==> src/include/half_bridge_consts.vh <==
// Constants of the triple half-bridge serial control block.
// Assumes a 250 MHz core clock; all counts are derived from it.
`ifndef HALF_BRIDGE_CONSTS_VH
`define HALF_BRIDGE_CONSTS_VH

// Word size on the serial link
`define WORD_BITS        16
`define BIT_COUNT_W      5

// Control word fields
`define CTL_CLEAR_BIT    0
`define CTL_SW_LSB       1
`define CTL_SW_MSB       6
`define CTL_OCS_BIT      13

// Control reset values
`define CTL_SW_RESET     6'h00
`define CTL_OCS_RESET    1'b1

// Status word fields
`define STS_PREWARN_BIT  0
`define STS_SW_LSB       1
`define STS_SW_MSB       6
`define STS_SHORT_BIT    13
`define STS_OPEN_BIT     14
`define STS_SUPPLY_BIT   15

// Words reserved for internal test modes, never sent by the controller
`define TEST_WORD_A      16'hF800
`define TEST_WORD_B      16'hE600
`define TEST_WORD_C      16'hE180

// Timing
`define CLK_MHZ          250
`define UV_DELAY_NS      10000
`define SD_DELAY_NS      10000
`define POR_NS           2000
`define UV_DELAY_CYC     ((`UV_DELAY_NS * `CLK_MHZ + 999) / 1000)
`define SD_DELAY_CYC     ((`SD_DELAY_NS * `CLK_MHZ + 999) / 1000)
`define POR_CYC          ((`POR_NS * `CLK_MHZ + 999) / 1000)
`define TIMER_W          12

`endif

==> src/verilog/pin_sync.v <==
// Two-stage synchroniser for a group of independent level inputs.
// Assumes every bit is a slow level relative to the core clock.
`timescale 1ns/10ps
module pin_sync #(
	parameter WIDTH = 1
) (
	// Clock and reset
	input  wire             clock,
	input  wire             reset_n,
	// Levels
	input  wire [WIDTH-1:0] pin_in,
	output reg  [WIDTH-1:0] pin_sync_out
);

	reg [WIDTH-1:0] stage1_reg;

	always @(posedge clock or negedge reset_n)
	begin
		if (!reset_n)
		begin
			stage1_reg   <= {WIDTH{1'b0}};
			pin_sync_out <= {WIDTH{1'b0}};
		end
		else
		begin
			stage1_reg   <= pin_in;
			pin_sync_out <= stage1_reg;
		end
	end

endmodule

==> src/verilog/serial_link.v <==
// Serial shift engine: samples data on serial clock falls, drives out on rises.
// Assumes select, clock and data are already synchronised to the core clock.
`timescale 1ns/10ps
`include "half_bridge_consts.vh"
module serial_link (
	// Clock and reset
	input  wire                    clock,
	input  wire                    reset_n,
	// Control
	input  wire                    link_on,
	// Synchronised pins
	input  wire                    select_n_s,
	input  wire                    serial_clk_s,
	input  wire                    serial_in_s,
	// Status snapshot source
	input  wire [`WORD_BITS-1:0]   status_word,
	// Received word
	output reg                     word_strobe,
	output reg  [`WORD_BITS-1:0]   word_data,
	// Serial output
	output reg                     serial_out,
	output reg                     serial_out_en
);

	reg                    sel_prev_reg;
	reg                    sclk_prev_reg;
	reg                    active_reg;
	reg [`WORD_BITS-1:0]   shift_reg;
	reg [`BIT_COUNT_W-1:0] count_reg;

	wire sel_fall  = sel_prev_reg & ~select_n_s;
	wire sclk_fall = sclk_prev_reg & ~serial_clk_s;
	wire sclk_rise = ~sclk_prev_reg & serial_clk_s;

	always @(posedge clock or negedge reset_n)
	begin
		if (!reset_n)
		begin
			sel_prev_reg  <= 1'b1;
			sclk_prev_reg <= 1'b0;
			active_reg    <= 1'b0;
			shift_reg     <= {`WORD_BITS{1'b0}};
			count_reg     <= {`BIT_COUNT_W{1'b0}};
			word_strobe   <= 1'b0;
			word_data     <= {`WORD_BITS{1'b0}};
			serial_out    <= 1'b0;
			serial_out_en <= 1'b0;
		end
		else
		begin
			sel_prev_reg  <= select_n_s;
			sclk_prev_reg <= serial_clk_s;
			word_strobe   <= 1'b0;
			if (!link_on)
			begin
				active_reg    <= 1'b0;
				serial_out_en <= 1'b0;
			end
			else if (sel_fall)
			begin
				// Snapshot status, prewarning bit visible at once
				active_reg    <= 1'b1;
				shift_reg     <= status_word;
				serial_out    <= status_word[0];
				serial_out_en <= 1'b1;
				count_reg     <= {`BIT_COUNT_W{1'b0}};
			end
			else if (active_reg && select_n_s)
			begin
				// Apply only a complete word; an aborted frame changes nothing
				active_reg    <= 1'b0;
				serial_out_en <= 1'b0;
				word_strobe   <= (count_reg == `WORD_BITS);
				word_data     <= shift_reg;
			end
			else if (active_reg)
			begin
				if (sclk_fall)
				begin
					// LSB first, sampled on falling edges
					shift_reg <= {serial_in_s, shift_reg[`WORD_BITS-1:1]};
					if (count_reg != {`BIT_COUNT_W{1'b1}})
						count_reg <= count_reg + 1'b1;
				end
				if (sclk_rise)
					serial_out <= shift_reg[0];
			end
		end
	end

endmodule

==> src/verilog/half_bridge_serial_ctrl.v <==
// Control and status logic of a serially commanded triple half-bridge driver.
// Assumes analog detectors deliver level inputs asynchronous to the core clock.
`timescale 1ns/10ps
`include "half_bridge_consts.vh"
module half_bridge_serial_ctrl (
	// Clock and reset
	input  wire       clock,
	input  wire       reset_n,
	// Serial interface pins
	input  wire       select_n,
	input  wire       serial_clk,
	input  wire       serial_in,
	output wire       serial_out,
	output wire       serial_out_en,
	// Standby control pin
	input  wire       operate_enable,
	// Analog detector levels
	input  wire       supply_under,
	input  wire       prewarn_hot,
	input  wire       prewarn_cool,
	input  wire       shutdown_hot,
	input  wire       shutdown_cool,
	input  wire [5:0] open_load_det,
	input  wire [5:0] overcurrent_det,
	// Switch drive, bit order low_switch_1 .. high_switch_3
	output reg  [5:0] switch_on,
	output reg        overcurrent_shutdown_active
);

	localparam [1:0] ST_STANDBY = 2'b00;
	localparam [1:0] ST_POR     = 2'b01;
	localparam [1:0] ST_RUN     = 2'b10;

	localparam integer UV_I  = `UV_DELAY_CYC;
	localparam integer SD_I  = `SD_DELAY_CYC;
	localparam integer POR_I = `POR_CYC;
	localparam [`TIMER_W-1:0] UV_CYC  = UV_I[`TIMER_W-1:0];
	localparam [`TIMER_W-1:0] SD_CYC  = SD_I[`TIMER_W-1:0];
	localparam [`TIMER_W-1:0] POR_CYC = POR_I[`TIMER_W-1:0];

	// Saturating timer step: counts while the condition holds, else restarts
	function [`TIMER_W-1:0] timer_step;
		input                cond;
		input [`TIMER_W-1:0] count;
		input [`TIMER_W-1:0] limit;
		begin
			if (!cond)
				timer_step = {`TIMER_W{1'b0}};
			else if (count >= limit)
				timer_step = count;
			else
				timer_step = count + 1'b1;
		end
	endfunction

	// Condition has lasted longer than the limit
	function timer_done;
		input                cond;
		input [`TIMER_W-1:0] count;
		input [`TIMER_W-1:0] limit;
		begin
			timer_done = cond && (count >= limit);
		end
	endfunction

	// Synchronised inputs; select is carried inverted so reset reads as deselected
	wire [20:0] raw_in;
	wire [20:0] sync_in;
	assign raw_in = {overcurrent_det, open_load_det, shutdown_cool, shutdown_hot,
		prewarn_cool, prewarn_hot, supply_under, operate_enable,
		serial_in, serial_clk, ~select_n};

	pin_sync #(
		.WIDTH (21)
	) u_sync (
		.clock        (clock),
		.reset_n      (reset_n),
		.pin_in       (raw_in),
		.pin_sync_out (sync_in)
	);

	wire       select_n_s     = ~sync_in[0];
	wire       serial_clk_s   = sync_in[1];
	wire       serial_in_s    = sync_in[2];
	wire       operate_s      = sync_in[3];
	wire       supply_under_s = sync_in[4];
	wire       prewarn_hot_s  = sync_in[5];
	wire       prewarn_cool_s = sync_in[6];
	wire       shut_hot_s     = sync_in[7];
	wire       shut_cool_s    = sync_in[8];
	wire [5:0] open_load_s    = sync_in[14:9];
	wire [5:0] overcurrent_s  = sync_in[20:15];

	// State and registers
	reg [1:0]          state_reg;
	reg [`TIMER_W-1:0] por_count_reg;
	reg [5:0]          switch_cmd_reg;
	reg                ocs_reg;
	reg                supply_fail_reg;
	reg                open_load_reg;
	reg                short_reg;
	reg                prewarn_reg;
	reg                thermal_off_reg;
	reg [5:0]          trip_mask_reg;
	reg [`TIMER_W-1:0] uv_count_reg;
	reg [`TIMER_W-1:0] ol_count_reg;
	reg [`TIMER_W-1:0] oc_count_reg [0:5];

	wire                  running = (state_reg == ST_RUN);
	wire                  word_strobe;
	wire [`WORD_BITS-1:0] word_data;
	wire [`WORD_BITS-1:0] status_word;

	wire cmd_take  = running && word_strobe;
	wire clear_cmd = cmd_take && word_data[`CTL_CLEAR_BIT];

	// Undervoltage lasting longer than the delay
	wire uv_active = timer_done(supply_under_s, uv_count_reg, UV_CYC);

	// Open load on any switch that is on
	wire ol_cond  = |(open_load_s & switch_on);
	wire ol_event = timer_done(ol_cond, ol_count_reg, SD_CYC);

	// Overcurrent per switch after the shutdown delay
	reg [5:0] oc_event;
	integer   i;
	always @*
	begin
		oc_event = 6'h00;
		for (i = 0; i < 6; i = i + 1)
			oc_event[i] = timer_done(overcurrent_s[i] & switch_on[i], oc_count_reg[i],
				SD_CYC);
	end

	// Switch gating: supply, thermal and short-circuit trips
	wire [5:0] switch_next = (running && !uv_active && !thermal_off_reg)
		? (switch_cmd_reg & ~trip_mask_reg) : 6'h00;

	// Status word, unused bits low
	assign status_word = {supply_fail_reg, open_load_reg, short_reg, 6'h00,
		switch_on, prewarn_reg};

	// Power mode sequencer
	always @(posedge clock or negedge reset_n)
	begin
		if (!reset_n)
		begin
			state_reg     <= ST_STANDBY;
			por_count_reg <= {`TIMER_W{1'b0}};
		end
		else
		begin
			case (state_reg)
				ST_STANDBY:
				begin
					por_count_reg <= {`TIMER_W{1'b0}};
					if (operate_s)
						state_reg <= ST_POR;
				end
				ST_POR:
				begin
					if (!operate_s)
						state_reg <= ST_STANDBY;
					else if (por_count_reg >= POR_CYC - 1'b1)
						state_reg <= ST_RUN;
					else
						por_count_reg <= por_count_reg + 1'b1;
				end
				ST_RUN:
				begin
					if (!operate_s)
						state_reg <= ST_STANDBY;
				end
				default:
				begin
					state_reg <= ST_STANDBY;
				end
			endcase
		end
	end

	// Control word
	always @(posedge clock or negedge reset_n)
	begin
		if (!reset_n)
		begin
			switch_cmd_reg <= `CTL_SW_RESET;
			ocs_reg        <= `CTL_OCS_RESET;
		end
		else if (!running)
		begin
			switch_cmd_reg <= `CTL_SW_RESET;
			ocs_reg        <= `CTL_OCS_RESET;
		end
		else if (cmd_take)
		begin
			// Only switch and shutdown fields are kept
			switch_cmd_reg <= word_data[`CTL_SW_MSB:`CTL_SW_LSB];
			ocs_reg        <= word_data[`CTL_OCS_BIT];
		end
	end

	// Detection timers
	always @(posedge clock or negedge reset_n)
	begin
		if (!reset_n)
		begin
			uv_count_reg <= {`TIMER_W{1'b0}};
			ol_count_reg <= {`TIMER_W{1'b0}};
		end
		else
		begin
			uv_count_reg <= timer_step(running & supply_under_s, uv_count_reg, UV_CYC);
			ol_count_reg <= timer_step(running & ol_cond, ol_count_reg, SD_CYC);
		end
	end

	// Overcurrent timers, one per switch, all in one process
	integer j;
	always @(posedge clock or negedge reset_n)
	begin
		if (!reset_n)
		begin
			for (j = 0; j < 6; j = j + 1)
				oc_count_reg[j] <= {`TIMER_W{1'b0}};
		end
		else
		begin
			for (j = 0; j < 6; j = j + 1)
				oc_count_reg[j] <= timer_step(running & overcurrent_s[j] & switch_on[j],
					oc_count_reg[j], SD_CYC);
		end
	end

	// Latched fault flags; a new event wins over a clear
	always @(posedge clock or negedge reset_n)
	begin
		if (!reset_n)
		begin
			supply_fail_reg <= 1'b0;
			open_load_reg   <= 1'b0;
			short_reg       <= 1'b0;
			trip_mask_reg   <= 6'h00;
		end
		else if (!running)
		begin
			supply_fail_reg <= 1'b0;
			open_load_reg   <= 1'b0;
			short_reg       <= 1'b0;
			trip_mask_reg   <= 6'h00;
		end
		else
		begin
			if (uv_active)
				supply_fail_reg <= 1'b1;
			else if (clear_cmd)
				supply_fail_reg <= 1'b0;
			if (ol_event)
				open_load_reg <= 1'b1;
			else if (clear_cmd)
				open_load_reg <= 1'b0;
			if (|oc_event)
				short_reg <= 1'b1;
			else if (clear_cmd)
				short_reg <= 1'b0;
			if (ocs_reg)
				trip_mask_reg <= (clear_cmd ? 6'h00 : trip_mask_reg) | oc_event;
			else if (clear_cmd)
				trip_mask_reg <= 6'h00;
		end
	end

	// Thermal prewarning and shutdown
	always @(posedge clock or negedge reset_n)
	begin
		if (!reset_n)
		begin
			prewarn_reg     <= 1'b0;
			thermal_off_reg <= 1'b0;
		end
		else if (!running)
		begin
			prewarn_reg     <= 1'b0;
			thermal_off_reg <= 1'b0;
		end
		else
		begin
			if (prewarn_hot_s)
				prewarn_reg <= 1'b1;
			else if (prewarn_cool_s)
				prewarn_reg <= 1'b0;
			if (shut_hot_s)
				thermal_off_reg <= 1'b1;
			else if (clear_cmd && shut_cool_s)
				thermal_off_reg <= 1'b0;
		end
	end

	// Switch drive
	always @(posedge clock or negedge reset_n)
	begin
		if (!reset_n)
		begin
			switch_on                   <= 6'h00;
			overcurrent_shutdown_active <= 1'b0;
		end
		else
		begin
			switch_on                   <= switch_next;
			overcurrent_shutdown_active <= running & ocs_reg;
		end
	end

	// Serial engine
	serial_link u_link (
		.clock         (clock),
		.reset_n       (reset_n),
		.link_on       (running),
		.select_n_s    (select_n_s),
		.serial_clk_s  (serial_clk_s),
		.serial_in_s   (serial_in_s),
		.status_word   (status_word),
		.word_strobe   (word_strobe),
		.word_data     (word_data),
		.serial_out    (serial_out),
		.serial_out_en (serial_out_en)
	);

endmodule

==> config.mk <==
export PLATFORM = sky130hd
export DESIGN_NAME = half_bridge_serial_ctrl
export DESIGN_NICKNAME = d
export VERILOG_FILES = /design/src/verilog/pin_sync.v /design/src/verilog/serial_link.v /design/src/verilog/half_bridge_serial_ctrl.v
export VERILOG_INCLUDE_DIRS = /design/src /design/src/include
export SDC_FILE = /design/constraint.sdc
export NUM_CORES = 1
export LEC_CHECK = 0
export BUFFER_PORTS_ARGS = -buffer_cell sky130_fd_sc_hd__buf_2
export CORE_MARGIN = 5
export CORE_UTILIZATION = 55
export DETAILED_ROUTE_END_ITERATION = 8
export PLACE_DENSITY = 0.76
export SYNTH_ARGS = -nofsm -noshare
export SYNTH_HDL_FRONTEND = slang
export SYNTH_SLANG_ARGS = --single-unit
==> constraint.sdc <==
create_clock -name clock -period 6 [get_ports clock]
set_clock_uncertainty 0.15 [all_clocks]
set_input_delay 0.3 -clock clock [delete_from_list [all_inputs] [get_ports clock]]
set_output_delay 0.3 -clock clock [all_outputs]
set_load 0.01 [all_outputs]
==> results.yml <==
route:
  vias: 6450
  routed_via_density: 5.55
  drc: 0
  drt-met1-wl_mm: 8.28
  first_pass_iters: 5
  postRouteAntennaNets: 0
  met3_length_um: 732
  wl_mm: 17.8
  routedWlPerCell_um: 15.3
  drtIter0Drc: 339
  wl_met2_mm: 8.50
  top_layer_used: "met4"
timing:
  fmax_mhz: 423
  rsz0062_at_grt: "no"
  finalSetupTns_ns: 0
  finalCritPeriodShare: 0.394
  finalSetupViolCount: 0
  maxSlewViolCount: 0
  slew_headroom: 0.365
  finalHoldViolCount: 0
  worst_pin_slew_ns: 0.951
  fin_crit_ns: 2.36
clock_network:
  h-tree-depth: 1
  cts_buffers: 23
  path_clk_slew_ns: 0.06
  cts_tree: "done"
  clock-root-buffer: "clkbuf_16"
  cts_sinks: 211
  cts_max_path_buffers: 3
  worstSkewPairLatency_ns: 0.50
  ctsResizeCount: 0
logic_synthesis:
  async_flop_share: 1.00
  synth_most_common_cell: "dfrtp_1"
  ys_seq_area_frac: 0.571
  synth_top_area_cell: "dfrtp_1"
  synth_common_cells: "dfrtp_1, nor2_1, nand2_1"
  synth_area_leaders: "dfrtp_1, xnor2_1, nor2_1"
  synth-seq-cells: 211
  synth_edf_count: 0
  yosys_warnings: 0
  synth_top_flop_cell: "dfrtp_1"
  synth_nets: 914
  synthDistinctLibCells: 62
  syn_inst: 871
  syn_area_um2: 9250
  synth_top_area_frac: 0.565
  synth_area_per_cell_um2: 10.6
placement:
  dpl.hpwl_mm: 11.3
  place_area_um2: 9610
  gp_congestion: 0.877
  port_buffers: 31
critical_path:
  critPathArrivalTime_ns: 2.64
  critPathKind: "flop to flop"
  critical-path-top-delay-family: "flip-flops"
  worst_r2r_startpoint: "state_reg[1]$_DFFE_PN0P_"
  crit_chain: "nor2b_1 -> buf_4 -> o211ai_1 -> buf_4 -> a21o_1 -> or3_1 -> a21oi_1"
  worstPathMaxFanout: 36
  worstPathRequired_ns: 6.28
  cp_slowest_cell: "dfrtp_1"
  setup.worst_path.end_class: "flop"
  crit_path_frequent_cell: "buf_4"
  cp_slowest_stage_delay_ns: 0.57
  critPathBufInv: 2
  critical_path.startpoint: "state_reg[1]$_DFFE_PN0P_"
  start_kind: "flop"
grt:
  grt_pass1_wl_mm: 30.6
  grt_usage: 0.184
  grt_pass1_vias: 6338
  overflow: 0
  antenna_found_initial: 0
  grt_max_degree: 120
pwr:
  power.leakage_nw: 4.57
  p_sw_frac: 0.205
  p_seq_frac: 0.472
  p_switching_mw: 0.642
  total_power_mw: 3.13
  p_comb_frac: 0.034
  pwr_density_cell_nw_per_um2: 293
  peakVddDrop_uv: 243
  cell_internal_pwr_mw: 2.49
  p_clk_frac: 0.494
cells_and_area:
  area_delta_synth_final_pct: 15.4
  n_antenna_cell: 0
  largest_register_ffs: 60
  utilization: 0.646
  drive_above_1_share: 0.103
  postLayoutCellArea_um2: 10700
  n_fill_cell: 1240
  layout.nets: 968
status:
  status: "completed"
flow_run:
  cap_violations: 0
floorplan:
  initial_core_util: 0.560
  core_um2: 16500
  rows: 47
  dieArea_um2: 19500
  dieWidth_um: 140
  chipHeight_um: 140
  ioPinCount: 32
min_path:
  min_path_type: "flop to flop"
  holdCritStartpoint: "u_sync.stage1_reg[6]$_DFF_PN0_"
-- area by class of cell --
class	instances	area, µm²	area share
timing repair buffer	58	423	0.0396
inverter	35	131	0.0123
multi-input combinational	596	3710	0.348
sequential	211	5280	0.495
tap	220	275	0.0258
clock buffer	32	669	0.0627
clock inverter	10	181	0.0170
-- kinds of logic (layout without fill, tap and decap cells) --
family | count (synthesis) | count (layout) | share of synthesized area
xor+xnor | 63 | 63 | 0.0597
buf+inv | 64 | 135 | 0.0272
simple gates | 338 | 338 | 0.182
compound gates | 140 | 140 | 0.0938
fa+ha+maj | 20 | 20 | 0.0271
flops | 211 | 211 | 0.571
mux | 35 | 35 | 0.0392
-- power by group through the flow --
stage	Clock [mW]	Combinational (mW)	Sequential [mW]
floorplan	0	0.0499	1.49
global placement	0	0.0945	1.50
detailed placement	0	0.0974	1.50
CTS	1.57	0.109	1.48
global route	1.64	0.123	1.48
finish	1.54	0.107	1.48
-- timing repair --
action | CTS | global route
hold endpoints to repair | 137 | 0
setup buffers | 0 | 0
hold buffers | 22 | 0
endpoints found under the setup margin | 0 | 0
-- cells in the final DEF (no fill, tap or decap), types with 3 or more instances in the layout --
cell and instances:
a211oi_1 4, a21boi_0 3, a21oi_1 39, a22oi_1 3, a31oi_1 6, a32o_1 6
and2_1 5, and3_1 18, buf_2 30, buf_4 5, bufinv_16 5, clkbuf_1 3
clkbuf_16 23, clkbuf_8 6, clkinv_2 3, dfrtp_1 209, dlygate4sd3_1 22, ha_1 20
inv_1 35, mux2_2 10, mux2i_1 25, nand2_1 71, nand2b_1 4, nand3_1 43
nand4_1 24, nor2_1 102, nor2b_1 6, nor3_1 14, nor3b_1 10, nor4_1 9
nor4b_1 4, o211ai_1 7, o21a_1 5, o21ai_0 43, o21ai_1 4, or3_1 12
xnor2_1 44, xor2_1 19
-- worst reg2reg max path, stage by stage, from the launching register on --
cell and delay (ns):
dfrtp_1 0.57, nor2b_1 0.18, buf_4 0.27, o211ai_1 0.13, buf_4 0.24, a21o_1 0.24, or3_1 0.37, a21oi_1 0.15
-- per-stage QoR --
stage / std cells / setup WS, ns / hold WS [ns]
2_1_floorplan: 871 / 4.07 / -0.146
3_5_place_dp: 1098 / 3.70 / 0.185
3_3_place_gp: 1098 / 3.75 / 0.181
6_report: 1162 / 3.64 / 0.194
4_1_cts: 1162 / 3.66 / 0.198
5_1_grt: 1162 / 3.46 / 0.205
-- path summary, 6_finish.rpt --
kind,slack (ns),end,cells after the start
max in group asynchronous,4.23,u_sync.pin_sync_out[11]$_DFF_PN0_,3
worst max register to register,3.64,u_link.count_reg[3]$_DFFE_PN0P_,7
min in group asynchronous,0.30,oc_count_reg[41]$_DFFE_PN0P_,2
worst max-delay path,3.64,u_link.count_reg[3]$_DFFE_PN0P_,7
worst min register to register,0.19,u_sync.pin_sync_out[6]$_DFF_PN0_,0
worst min-delay path,0.19,u_sync.pin_sync_out[6]$_DFF_PN0_,0
-- routing by layer --
| metal | track usage | up-vias |
|---|---|---|
| li1 | - | 3148 |
| met1 | 0.264 | 3161 |
| met2 | 0.297 | 112 |
| met3 | 0.0346 | 29 |
| met4 | 0.0372 | 0 |
| met5 | 0 | - |
Power figures use the tool's default switching activity.
